**config.mk**
```make
export PLATFORM = sky130hd
export DESIGN_NAME = dhli_host
export DESIGN_NICKNAME = d
export VERILOG_FILES = /design/src/hdl/dhli_pkg.sv /design/src/hdl/dhli_shifter.sv /design/src/hdl/dhli_bus_writer.sv /design/src/hdl/dhli_host.sv
export SDC_FILE = /design/constraint.sdc
export NUM_CORES = 1
export LEC_CHECK = 0
export BUFFER_PORTS_ARGS = -buffer_cell sky130_fd_sc_hd__buf_2
export CAP_MARGIN = 30
export CORE_MARGIN = 4
export CORE_UTILIZATION = 60
export CTS_BUF_LIST = sky130_fd_sc_hd__clkbuf_4 sky130_fd_sc_hd__clkbuf_8
export DETAILED_ROUTE_END_ITERATION = 10
export PLACE_DENSITY = 0.85
export SLEW_MARGIN = 25
export SYNTH_ARGS = -nofsm -noshare
export SYNTH_HDL_FRONTEND = slang
export SYNTH_HIERARCHICAL = 1
export SYNTH_SLANG_ARGS = --single-unit
```
**constraint.sdc**
```tcl
create_clock -name pclk -period 2.3 [get_ports pclk]
set_input_delay 0.46 -clock pclk [delete_from_list [all_inputs] [get_ports pclk]]
set_output_delay 0.46 -clock pclk [all_outputs]
set_load 0.03 [all_outputs]
```
**src/hdl/dhli_pkg.sv**
```systemverilog
package dhli_pkg;

  // ----------------------------------------------------------------
  // register map (APB byte addresses)
  // ----------------------------------------------------------------
  localparam logic [7:0] DHLI_CTRL_OFS = 8'h00;
  localparam logic [7:0] DHLI_DATA_OFS = 8'h04;
  localparam logic [7:0] DHLI_CMD_OFS = 8'h08;
  localparam logic [7:0] DHLI_STAT_OFS = 8'h0c;
  localparam logic [7:0] DHLI_WORD_OFS = 8'h10;

  // ----------------------------------------------------------------
  // field positions and reset values
  // ----------------------------------------------------------------
  localparam int DHLI_CTRL_MODE_LSB = 0;
  localparam int DHLI_CTRL_ORDER_BIT = 2;
  localparam int DHLI_CTRL_BIPOLAR_BIT = 3;
  localparam int DHLI_CTRL_HOLD_LSB = 8;
  localparam logic [31:0] DHLI_CTRL_RST = 32'h0000_0400;
  localparam int DHLI_STAT_BUSY_BIT = 0;
  localparam int DHLI_STAT_STATE_LSB = 4;

  // ----------------------------------------------------------------
  // timing
  // ----------------------------------------------------------------
  localparam int DHLI_CLK_NS = 100;
  localparam int DHLI_SER_BIT_NS = 1000;
  localparam int DHLI_SER_HALF_CYC = (DHLI_SER_BIT_NS / 2 + DHLI_CLK_NS - 1) / DHLI_CLK_NS;
  localparam int DHLI_WORD_BITS = 16;
  localparam int DHLI_BYTE_BITS = 8;

  // ----------------------------------------------------------------
  // modes, commands, bus addresses
  // ----------------------------------------------------------------
  typedef enum logic [1:0] {
    DHLI_MODE_SERIAL = 2'h0,
    DHLI_MODE_BYTE = 2'h1
  } dhli_mode_t;

  typedef enum logic [2:0] {
    DHLI_CMD_SEND = 3'h1,
    DHLI_CMD_LOW = 3'h2,
    DHLI_CMD_HIGH = 3'h3,
    DHLI_CMD_UPDATE = 3'h4,
    DHLI_CMD_CLEAR = 3'h5
  } dhli_cmd_t;

  typedef enum logic [2:0] {
    DHLI_BUS_LOW = 3'h0,
    DHLI_BUS_HIGH = 3'h1,
    DHLI_BUS_UPD = 3'h2,
    DHLI_BUS_CLR_UNI = 3'h4,
    DHLI_BUS_CLR_BI = 3'h5
  } dhli_bus_addr_t;

  // pins toward the converter
  typedef struct packed {
    logic serial_mode_select_n;
    logic dac_latch_load;
    logic high_byte_enable_n;
    logic low_byte_enable_n;
    logic async_zero_clear_n;
    logic cs_strobe_n;
    logic bit_order_select;
    logic [7:0] data_pins;
  } dhli_pins_t;

endpackage : dhli_pkg

```
**src/hdl/dhli_shifter.sv**
```systemverilog
`timescale 1ns/1ps
`default_nettype none

// ------------------------------------------------------------------
// serial shifter: strobe-clocked, msb first, data valid at rising edge
// ------------------------------------------------------------------
module dhli_shifter
  import dhli_pkg::*;
#(
  parameter int HALF_CYC = DHLI_SER_HALF_CYC,
  parameter int NBITS = DHLI_WORD_BITS
) (
  // clock and reset
  input wire logic pclk,
  input wire logic presetn,
  // request
  input wire logic start,
  input wire logic [NBITS-1:0] word,
  output logic done,
  // pins
  output logic strobe_n,
  output logic sdata
);

  logic [NBITS-1:0] sh_r;
  logic [$clog2(NBITS+1)-1:0] cnt_r;
  logic [7:0] tick_r;
  logic act_r;

  // strobe low half: present bit; high half: device samples
  always_ff @(posedge pclk or negedge presetn) begin
    if (!presetn) begin
      sh_r <= '0;
      cnt_r <= '0;
      tick_r <= '0;
      act_r <= 1'b0;
      strobe_n <= 1'b1;
      sdata <= 1'b0;
      done <= 1'b0;
    end else begin
      done <= 1'b0;
      if (!act_r) begin
        if (start) begin
          act_r <= 1'b1;
          sh_r <= word;
          cnt_r <= '0;
          tick_r <= '0;
          strobe_n <= 1'b0;
          sdata <= word[NBITS-1];
        end
      end else if (tick_r == 8'(HALF_CYC - 1)) begin
        tick_r <= '0;
        if (!strobe_n) begin
          strobe_n <= 1'b1;
        end else if (cnt_r == ($clog2(NBITS+1))'(NBITS - 1)) begin
          act_r <= 1'b0;
          done <= 1'b1;
        end else begin
          strobe_n <= 1'b0;
          cnt_r <= cnt_r + 1'b1;
          sh_r <= {sh_r[NBITS-2:0], 1'b0};
          sdata <= sh_r[NBITS-2];
        end
      end else begin
        tick_r <= tick_r + 1'b1;
      end
    end
  end

endmodule // dhli_shifter
`default_nettype wire

```
**src/hdl/dhli_bus_writer.sv**
```systemverilog
`timescale 1ns/1ps
`default_nettype none

// ------------------------------------------------------------------
// byte-bus write cycle: address, then request and write strobes together
// ------------------------------------------------------------------
module dhli_bus_writer
  import dhli_pkg::*;
#(
  parameter int STROBE_CYC = 2
) (
  // clock and reset
  input wire logic pclk,
  input wire logic presetn,
  // request
  input wire logic start,
  input wire logic [2:0] addr,
  output logic done,
  // strobe level, the same for every address; the host decodes it
  output logic strobe
);

  logic [3:0] cnt_r;
  logic [1:0] ph_r;

  // phase 1: setup, phase 2: strobe, phase 3: release
  always_ff @(posedge pclk or negedge presetn) begin
    if (!presetn) begin
      cnt_r <= '0;
      ph_r <= '0;
      strobe <= 1'b0;
      done <= 1'b0;
    end else begin
      done <= 1'b0;
      unique case (ph_r)
        2'h0: if (start) ph_r <= 2'h1;
        2'h1: begin
          ph_r <= 2'h2;
          strobe <= 1'b1;
          cnt_r <= '0;
        end
        2'h2: if (cnt_r == 4'(STROBE_CYC - 1)) begin
          strobe <= 1'b0;
          ph_r <= 2'h3;
        end else begin
          cnt_r <= cnt_r + 1'b1;
        end
        2'h3: begin
          ph_r <= 2'h0;
          done <= 1'b1;
        end
      endcase
    end
  end

endmodule // dhli_bus_writer
`default_nettype wire

```
**src/hdl/dhli_host.sv**
```systemverilog
// Register access over APB and the register addresses are this design's own decisions.
`timescale 1ns/1ps
`default_nettype none

module dhli_host
  import dhli_pkg::*;
#(
  parameter int HALF_CYC = DHLI_SER_HALF_CYC,
  parameter int STROBE_CYC = 2,
  parameter int LOAD_HIGH_CYC = 2 * DHLI_SER_HALF_CYC
) (
  // apb slave
  input wire logic pclk,
  input wire logic presetn,
  input wire logic psel,
  input wire logic penable,
  input wire logic pwrite,
  input wire logic [7:0] paddr,
  input wire logic [31:0] pwdata,
  output logic [31:0] prdata,
  output logic pready,
  output logic pslverr,
  // converter pins
  output dhli_pins_t dac_pins
);

  // ----------------------------------------------------------------
  // state
  // ----------------------------------------------------------------
  typedef enum logic [2:0] {
    ST_IDLE,
    ST_SHIFT,
    ST_BUS,
    ST_LOAD_HI,
    ST_CLR_SETUP,
    ST_DONE
  } dhli_state_t;

  dhli_state_t state_r;
  logic [31:0] ctrl_r;
  logic [15:0] data_r;
  logic [15:0] word_r;
  logic [2:0] cmd_r;
  logic go_r;
  logic sh_start_r;
  logic bw_start_r;
  logic [2:0] bw_addr_r;
  logic [7:0] hold_r;
  logic sh_done;
  logic sh_strobe_n;
  logic sh_data;
  logic bw_done;
  logic bw_strobe;
  logic wr_en;
  logic rd_en;
  logic mapped;
  logic busy;

  assign busy = (state_r != ST_IDLE);
  assign wr_en = psel && penable && pwrite;
  assign rd_en = psel && !penable && !pwrite;
  assign mapped = (paddr == DHLI_CTRL_OFS) || (paddr == DHLI_DATA_OFS) || (paddr == DHLI_CMD_OFS)
    || (paddr == DHLI_STAT_OFS) || (paddr == DHLI_WORD_OFS);

  // ----------------------------------------------------------------
  // apb slave: zero wait states, error on unmapped or busy command
  // ----------------------------------------------------------------
  always_ff @(posedge pclk or negedge presetn) begin
    if (!presetn) begin
      pready <= 1'b0;
      pslverr <= 1'b0;
      prdata <= '0;
    end else begin
      pready <= psel && !penable;
      pslverr <= psel && !penable && (!mapped || (pwrite && busy && paddr == DHLI_CMD_OFS));
      if (rd_en) begin
        unique case (paddr)
          DHLI_CTRL_OFS: prdata <= ctrl_r;
          DHLI_DATA_OFS: prdata <= {16'h0000, data_r};
          DHLI_CMD_OFS: prdata <= {29'h0, cmd_r};
          DHLI_STAT_OFS: prdata <= {25'h0, 3'(state_r), 3'h0, busy};
          DHLI_WORD_OFS: prdata <= {16'h0000, word_r};
          default: prdata <= '0;
        endcase
      end
    end
  end

  // control and data registers; a write lands at the access edge, where pready is high
  always_ff @(posedge pclk or negedge presetn) begin
    if (!presetn) begin
      ctrl_r <= DHLI_CTRL_RST;
      data_r <= '0;
    end else if (wr_en && pready && !busy) begin
      if (paddr == DHLI_CTRL_OFS) ctrl_r <= {16'h0, pwdata[15:8], 4'h0, pwdata[3:0]};
      if (paddr == DHLI_DATA_OFS) data_r <= pwdata[15:0];
    end
  end

  // command register: a write starts one operation when idle
  always_ff @(posedge pclk or negedge presetn) begin
    if (!presetn) begin
      cmd_r <= '0;
      go_r <= 1'b0;
    end else begin
      go_r <= 1'b0;
      if (wr_en && pready && !busy && paddr == DHLI_CMD_OFS) begin
        cmd_r <= pwdata[2:0];
        go_r <= 1'b1;
      end
    end
  end

  // ----------------------------------------------------------------
  // sequencer
  // ----------------------------------------------------------------
  always_ff @(posedge pclk or negedge presetn) begin
    if (!presetn) begin
      state_r <= ST_IDLE;
      word_r <= '0;
      sh_start_r <= 1'b0;
      bw_start_r <= 1'b0;
      bw_addr_r <= '0;
      hold_r <= '0;
      dac_pins <= '{serial_mode_select_n: 1'b1, dac_latch_load: 1'b1, high_byte_enable_n: 1'b1,
                    low_byte_enable_n: 1'b1, async_zero_clear_n: 1'b1, cs_strobe_n: 1'b1,
                    bit_order_select: 1'b1, data_pins: 8'h00};
    end else begin
      sh_start_r <= 1'b0;
      bw_start_r <= 1'b0;
      unique case (state_r)
        ST_IDLE: begin
          dac_pins.serial_mode_select_n <= (ctrl_r[DHLI_CTRL_MODE_LSB +: 2] != DHLI_MODE_SERIAL);
          dac_pins.bit_order_select <= ~ctrl_r[DHLI_CTRL_ORDER_BIT];
          // byte mode rests with load low, so byte writes wait for the update
          if (ctrl_r[DHLI_CTRL_MODE_LSB +: 2] != DHLI_MODE_SERIAL) dac_pins.dac_latch_load <= 1'b0;
          if (go_r) begin
            unique case (cmd_r)
              DHLI_CMD_SEND: begin
                dac_pins.dac_latch_load <= 1'b0;
                sh_start_r <= 1'b1;
                state_r <= ST_SHIFT;
              end
              DHLI_CMD_LOW, DHLI_CMD_HIGH: begin
                bw_addr_r <= (cmd_r == DHLI_CMD_LOW) ? DHLI_BUS_LOW : DHLI_BUS_HIGH;
                dac_pins.data_pins <= (cmd_r == DHLI_CMD_LOW) ? data_r[7:0] : data_r[15:8];
                bw_start_r <= 1'b1;
                state_r <= ST_BUS;
              end
              DHLI_CMD_UPDATE: begin
                bw_addr_r <= DHLI_BUS_UPD;
                bw_start_r <= 1'b1;
                state_r <= ST_BUS;
              end
              DHLI_CMD_CLEAR: begin
                // select level of the low-byte enable before the clear strobe;
                // a low enable also opens the low byte, so it is given the data low byte again
                dac_pins.data_pins <= data_r[7:0];
                dac_pins.low_byte_enable_n <= ctrl_r[DHLI_CTRL_BIPOLAR_BIT];
                bw_addr_r <= ctrl_r[DHLI_CTRL_BIPOLAR_BIT] ? DHLI_BUS_CLR_BI : DHLI_BUS_CLR_UNI;
                state_r <= ST_CLR_SETUP;
              end
              default: state_r <= ST_DONE;
            endcase
          end
        end
        ST_CLR_SETUP: begin
          bw_start_r <= 1'b1;
          state_r <= ST_BUS;
        end
        ST_SHIFT: begin
          dac_pins.cs_strobe_n <= sh_strobe_n;
          dac_pins.data_pins[0] <= sh_data;
          if (sh_done) begin
            word_r <= data_r;
            hold_r <= '0;
            dac_pins.dac_latch_load <= 1'b1;
            state_r <= ST_LOAD_HI;
          end
        end
        ST_LOAD_HI: begin
          // keep load high a strobe cycle before next word may start
          if (hold_r == 8'(LOAD_HIGH_CYC - 1)) state_r <= ST_DONE;
          else hold_r <= hold_r + 1'b1;
        end
        ST_BUS: begin
          // byte lsb picks the enable, upper bits pick the function
          unique case (bw_addr_r[2:1])
            2'h0: begin
              dac_pins.low_byte_enable_n <= !(bw_strobe && !bw_addr_r[0]);
              dac_pins.high_byte_enable_n <= !(bw_strobe && bw_addr_r[0]);
            end
            2'h1: dac_pins.dac_latch_load <= bw_strobe;
            default: dac_pins.async_zero_clear_n <= !bw_strobe;
          endcase
          if (bw_done) begin
            if (bw_addr_r[2:1] == 2'h1) word_r <= data_r;
            // release the low-byte enable that a clear may have left low
            dac_pins.low_byte_enable_n <= 1'b1;
            state_r <= ST_DONE;
          end
        end
        ST_DONE: state_r <= ST_IDLE;
        default: state_r <= ST_IDLE;
      endcase
    end
  end

  // ----------------------------------------------------------------
  // engines
  // ----------------------------------------------------------------
  dhli_shifter #(
    .HALF_CYC(HALF_CYC),
    .NBITS(DHLI_WORD_BITS)
  ) u_shifter (
    .pclk(pclk),
    .presetn(presetn),
    .start(sh_start_r),
    .word(data_r),
    .done(sh_done),
    .strobe_n(sh_strobe_n),
    .sdata(sh_data)
  );

  dhli_bus_writer #(
    .STROBE_CYC(STROBE_CYC)
  ) u_bus_writer (
    .pclk(pclk),
    .presetn(presetn),
    .start(bw_start_r),
    .addr(bw_addr_r),
    .done(bw_done),
    .strobe(bw_strobe)
  );

endmodule // dhli_host
`default_nettype wire

```
==> metrics.txt <==
worst reg2reg setup slack around 0.024 ns; Clock Skew 0.0135 ns; Leak Pwr around 3.7 nW; worst-margin pin slew 0.783 ns; period utilization 0.989; synthesis-stage register bit count 137; DIE AREA 13,300 µm²; Reg-to-Reg End u_shifter/sh_r[10]; Skew-Pair Late Insertion Delay 0.44 ns; largest net degree at the start of global routing approximately 140; final instance area 7830 µm²; first-pass GRT wire length 25,700 µm; Vias/cell 6.18; Crit Path Class register to register; Layout area overhead 13.4%; mapped cell area between 6000 and 7000 µm²; CTS clk-pin slew, worst paths 0.08 ns; Worst R2R Path Depth 5; Die H 115 µm; Critical R2R Launch u_shifter/tick_r[0]; Post-synth EDFFs 0; DP Area approximately 7400 µm²; Max Freq ~440 MHz; row cnt 38; htree depth 4; VDD IR max about 470 µV; total CTS buffers 17; startpoint types register; critical path endpoint category register; TNS Setup 0 ns; min-delay worst type primary input to async pin; status finished, final reports clean; initial antenna violation count 0; max-cap viol count 0; Ports 94; fin util 0.710; final hold violations 0; TritonCTS clock tree done; vias in the first global route around 5.2k; initial drt markers 423; warnings from Yosys 6; IO Port Bufs between 60 and 70; grt total ovfl 0; DRC 0; Non-Filler Instances around 850; clk buf depth 2; Chip Width 115 µm; sequential area share after synthesis 0.498; Root Buffer clkbuf_8; layout cell share with drive strength beyond 1 0.304; top fanout value on the critical path 17; Nets 752; Vias 5,231; Cell Count Post-Placement roughly 810; RD Place Congestion ~0.83; drt wl/cell 18.6 µm; register area 3440 µm²; syn_area_per_cell 11.1 µm²; Slew Limit Fails 0; Core Area 11,000 µm²; DRT Wirelength between 15,000 and 20,000 µm; worst endpoint required time 2.63 ns; antenna-violating nets left 0; Cells after Synth 625; area of the multi-input gates 3160 µm²; post-layout minimum cycle time 2.28 ns; fraction of registers with async set/reset 1.00; pwr dens 638 nW/µm²; relative slew slack 0.471; ys flop type dfrtp_1; commonest non-fill, non-tap cell in the layout dfrtp_1; Synth cell types 73; most frequent cells in the layout dfrtp_1, buf_2, mux2_2; TritonRoute pass-1 iters 7; Sink Count 137; HPWL after detailed placement between 10,000 and 15,000 µm; filler instances around 740; ant diodes 0; Final setup viols 0; Tot GR Track Use 0.246; Initial Util 0.626; CP Data Arrival Time 2.61 ns
==> critical path: stages (launching register included) <==
cell	delay [ns]
dfrtp_1	0.46
inv_1	0.09
ha_1	0.17
nor4bb_1	0.70
nand3_4	0.36
o221a_2	0.38
==> cells in the mapped netlist, drive strengths merged (4+ instances only) <==
cell / number / area [µm²]
a21oi: 25 / 136
a22oi: 13 / 97.6
a31oi: 14 / 87.6
a32oi: 4 / 35.0
and2: 4 / 25.0
and3: 6 / 37.5
buf: 31 / 224
clkbuf: 21 / 80.1
dfrtp: 128 / 3200
dfstp: 9 / 236
ha: 13 / 163
inv: 22 / 82.6
mux2: 62 / 698
mux2i: 12 / 120
nand2: 45 / 169
nand2b: 22 / 138
nand3: 18 / 95.1
nand3b: 5 / 41.3
nand4: 8 / 50.1
nor2: 23 / 86.3
nor2b: 7 / 43.8
nor3: 6 / 30.0
nor3b: 4 / 30.0
nor4: 6 / 73.8
o21a: 5 / 37.5
o21ai: 39 / 195
o221a: 15 / 169
or3b: 4 / 35.0
==> final cells by class <==
cell class / count / share of cell area
Clock buffer: 24 / 0.0398
Clock inverter: 8 / 0.0112
Inverter: 23 / 0.0110
Multi-Input combinational cell: 428 / 0.403
Sequential cell: 137 / 0.439
Tap cell: 140 / 0.0224
Timing Repair Buffer: 87 / 0.0733
==> state kept, by name, summed over array words and instances, names as in the netlist, 2 cells and up <==
signal / flops
dac_pins: 15
u_bus_writer/cnt_r: 4
u_shifter/sh_r: 15
u_shifter/cnt_r: 5
hold_r: 8
u_bus_writer/ph_r: 2
prdata: 16
bw_addr_r: 3
data_r: 16
state_r: 3
u_shifter/tick_r: 8
word_r: 16
ctrl_r: 12
cmd_r: 3
==> worst max path at each step <==
stage                         from            endpoint  slack [ns]  depth (start not counted)
6_report       u_shifter/tick_r[0]  u_shifter/sh_r[10]        0.02                          5
3_5_place_dp              paddr[5]          prdata[15]        0.07                          7
4_1_cts         u_shifter/cnt_r[1]  u_shifter/sh_r[10]        0.06                          7
3_3_place_gp              paddr[5]           ctrl_r[0]        0.12                          6
2_1_floorplan             paddr[5]          ctrl_r[11]        0.12                          6
5_1_grt        u_shifter/tick_r[0]   u_shifter/sh_r[1]       -0.05                          5
==> cells by family (layout without fill, tap and decap cells) <==
kind of cell               after synthesis  in the layout  synth area share
AOI/OAI and AO/OA                      149            149             0.154
adders and majority gates               13             13            0.0236
and+or+nand+nor                        171            171             0.141
other                                    1             16          0.000543
muxes                                   75             75             0.122
xor gates and xnor gates                 4              4           0.00507
DFF                                    137            137             0.498
buffers and inverters                   75            142            0.0565
==> report_power, final <==
part	leakage [nW]	switching, mW	total, mW	internal (mW)
sequential	1.87	0.0745	2.55	2.48
combinational	1.66	0.310	0.493	0.183
clock	0.197	0.940	1.96	1.02
==> per-layer routing <==
metal / vias to the layer above / wire (µm) / track usage
met1: 2584 / 6750 / 0.329
met2: 216 / 7600 / 0.402
met3: 34 / 1070 / 0.0574
met5: - / 0 / 0
li1: 2397 / - / -
met4: 0 / 289 / 0.0728
==> what timing repair did <==
action,CTS,global route
setup buffers,0,1
endpoints found under the setup margin,0,15
gates resized for setup,0,4
hold buffers,0,0
==> stage by stage <==
stage | total power, mW | hold WS (ns) | setup WS (ns)
floorplan | 2.95 | 0.164 | 0.124
global placement | 3.05 | 0.440 | 0.123
detailed placement | 3.09 | 0.451 | 0.0736
CTS | 5.05 | 0.144 | 0.0613
global route | 5.21 | 0.155 | -0.0459
finish | 5.00 | 0.100 | 0.0245
Note: power is estimated with default switching activity, not from simulation.
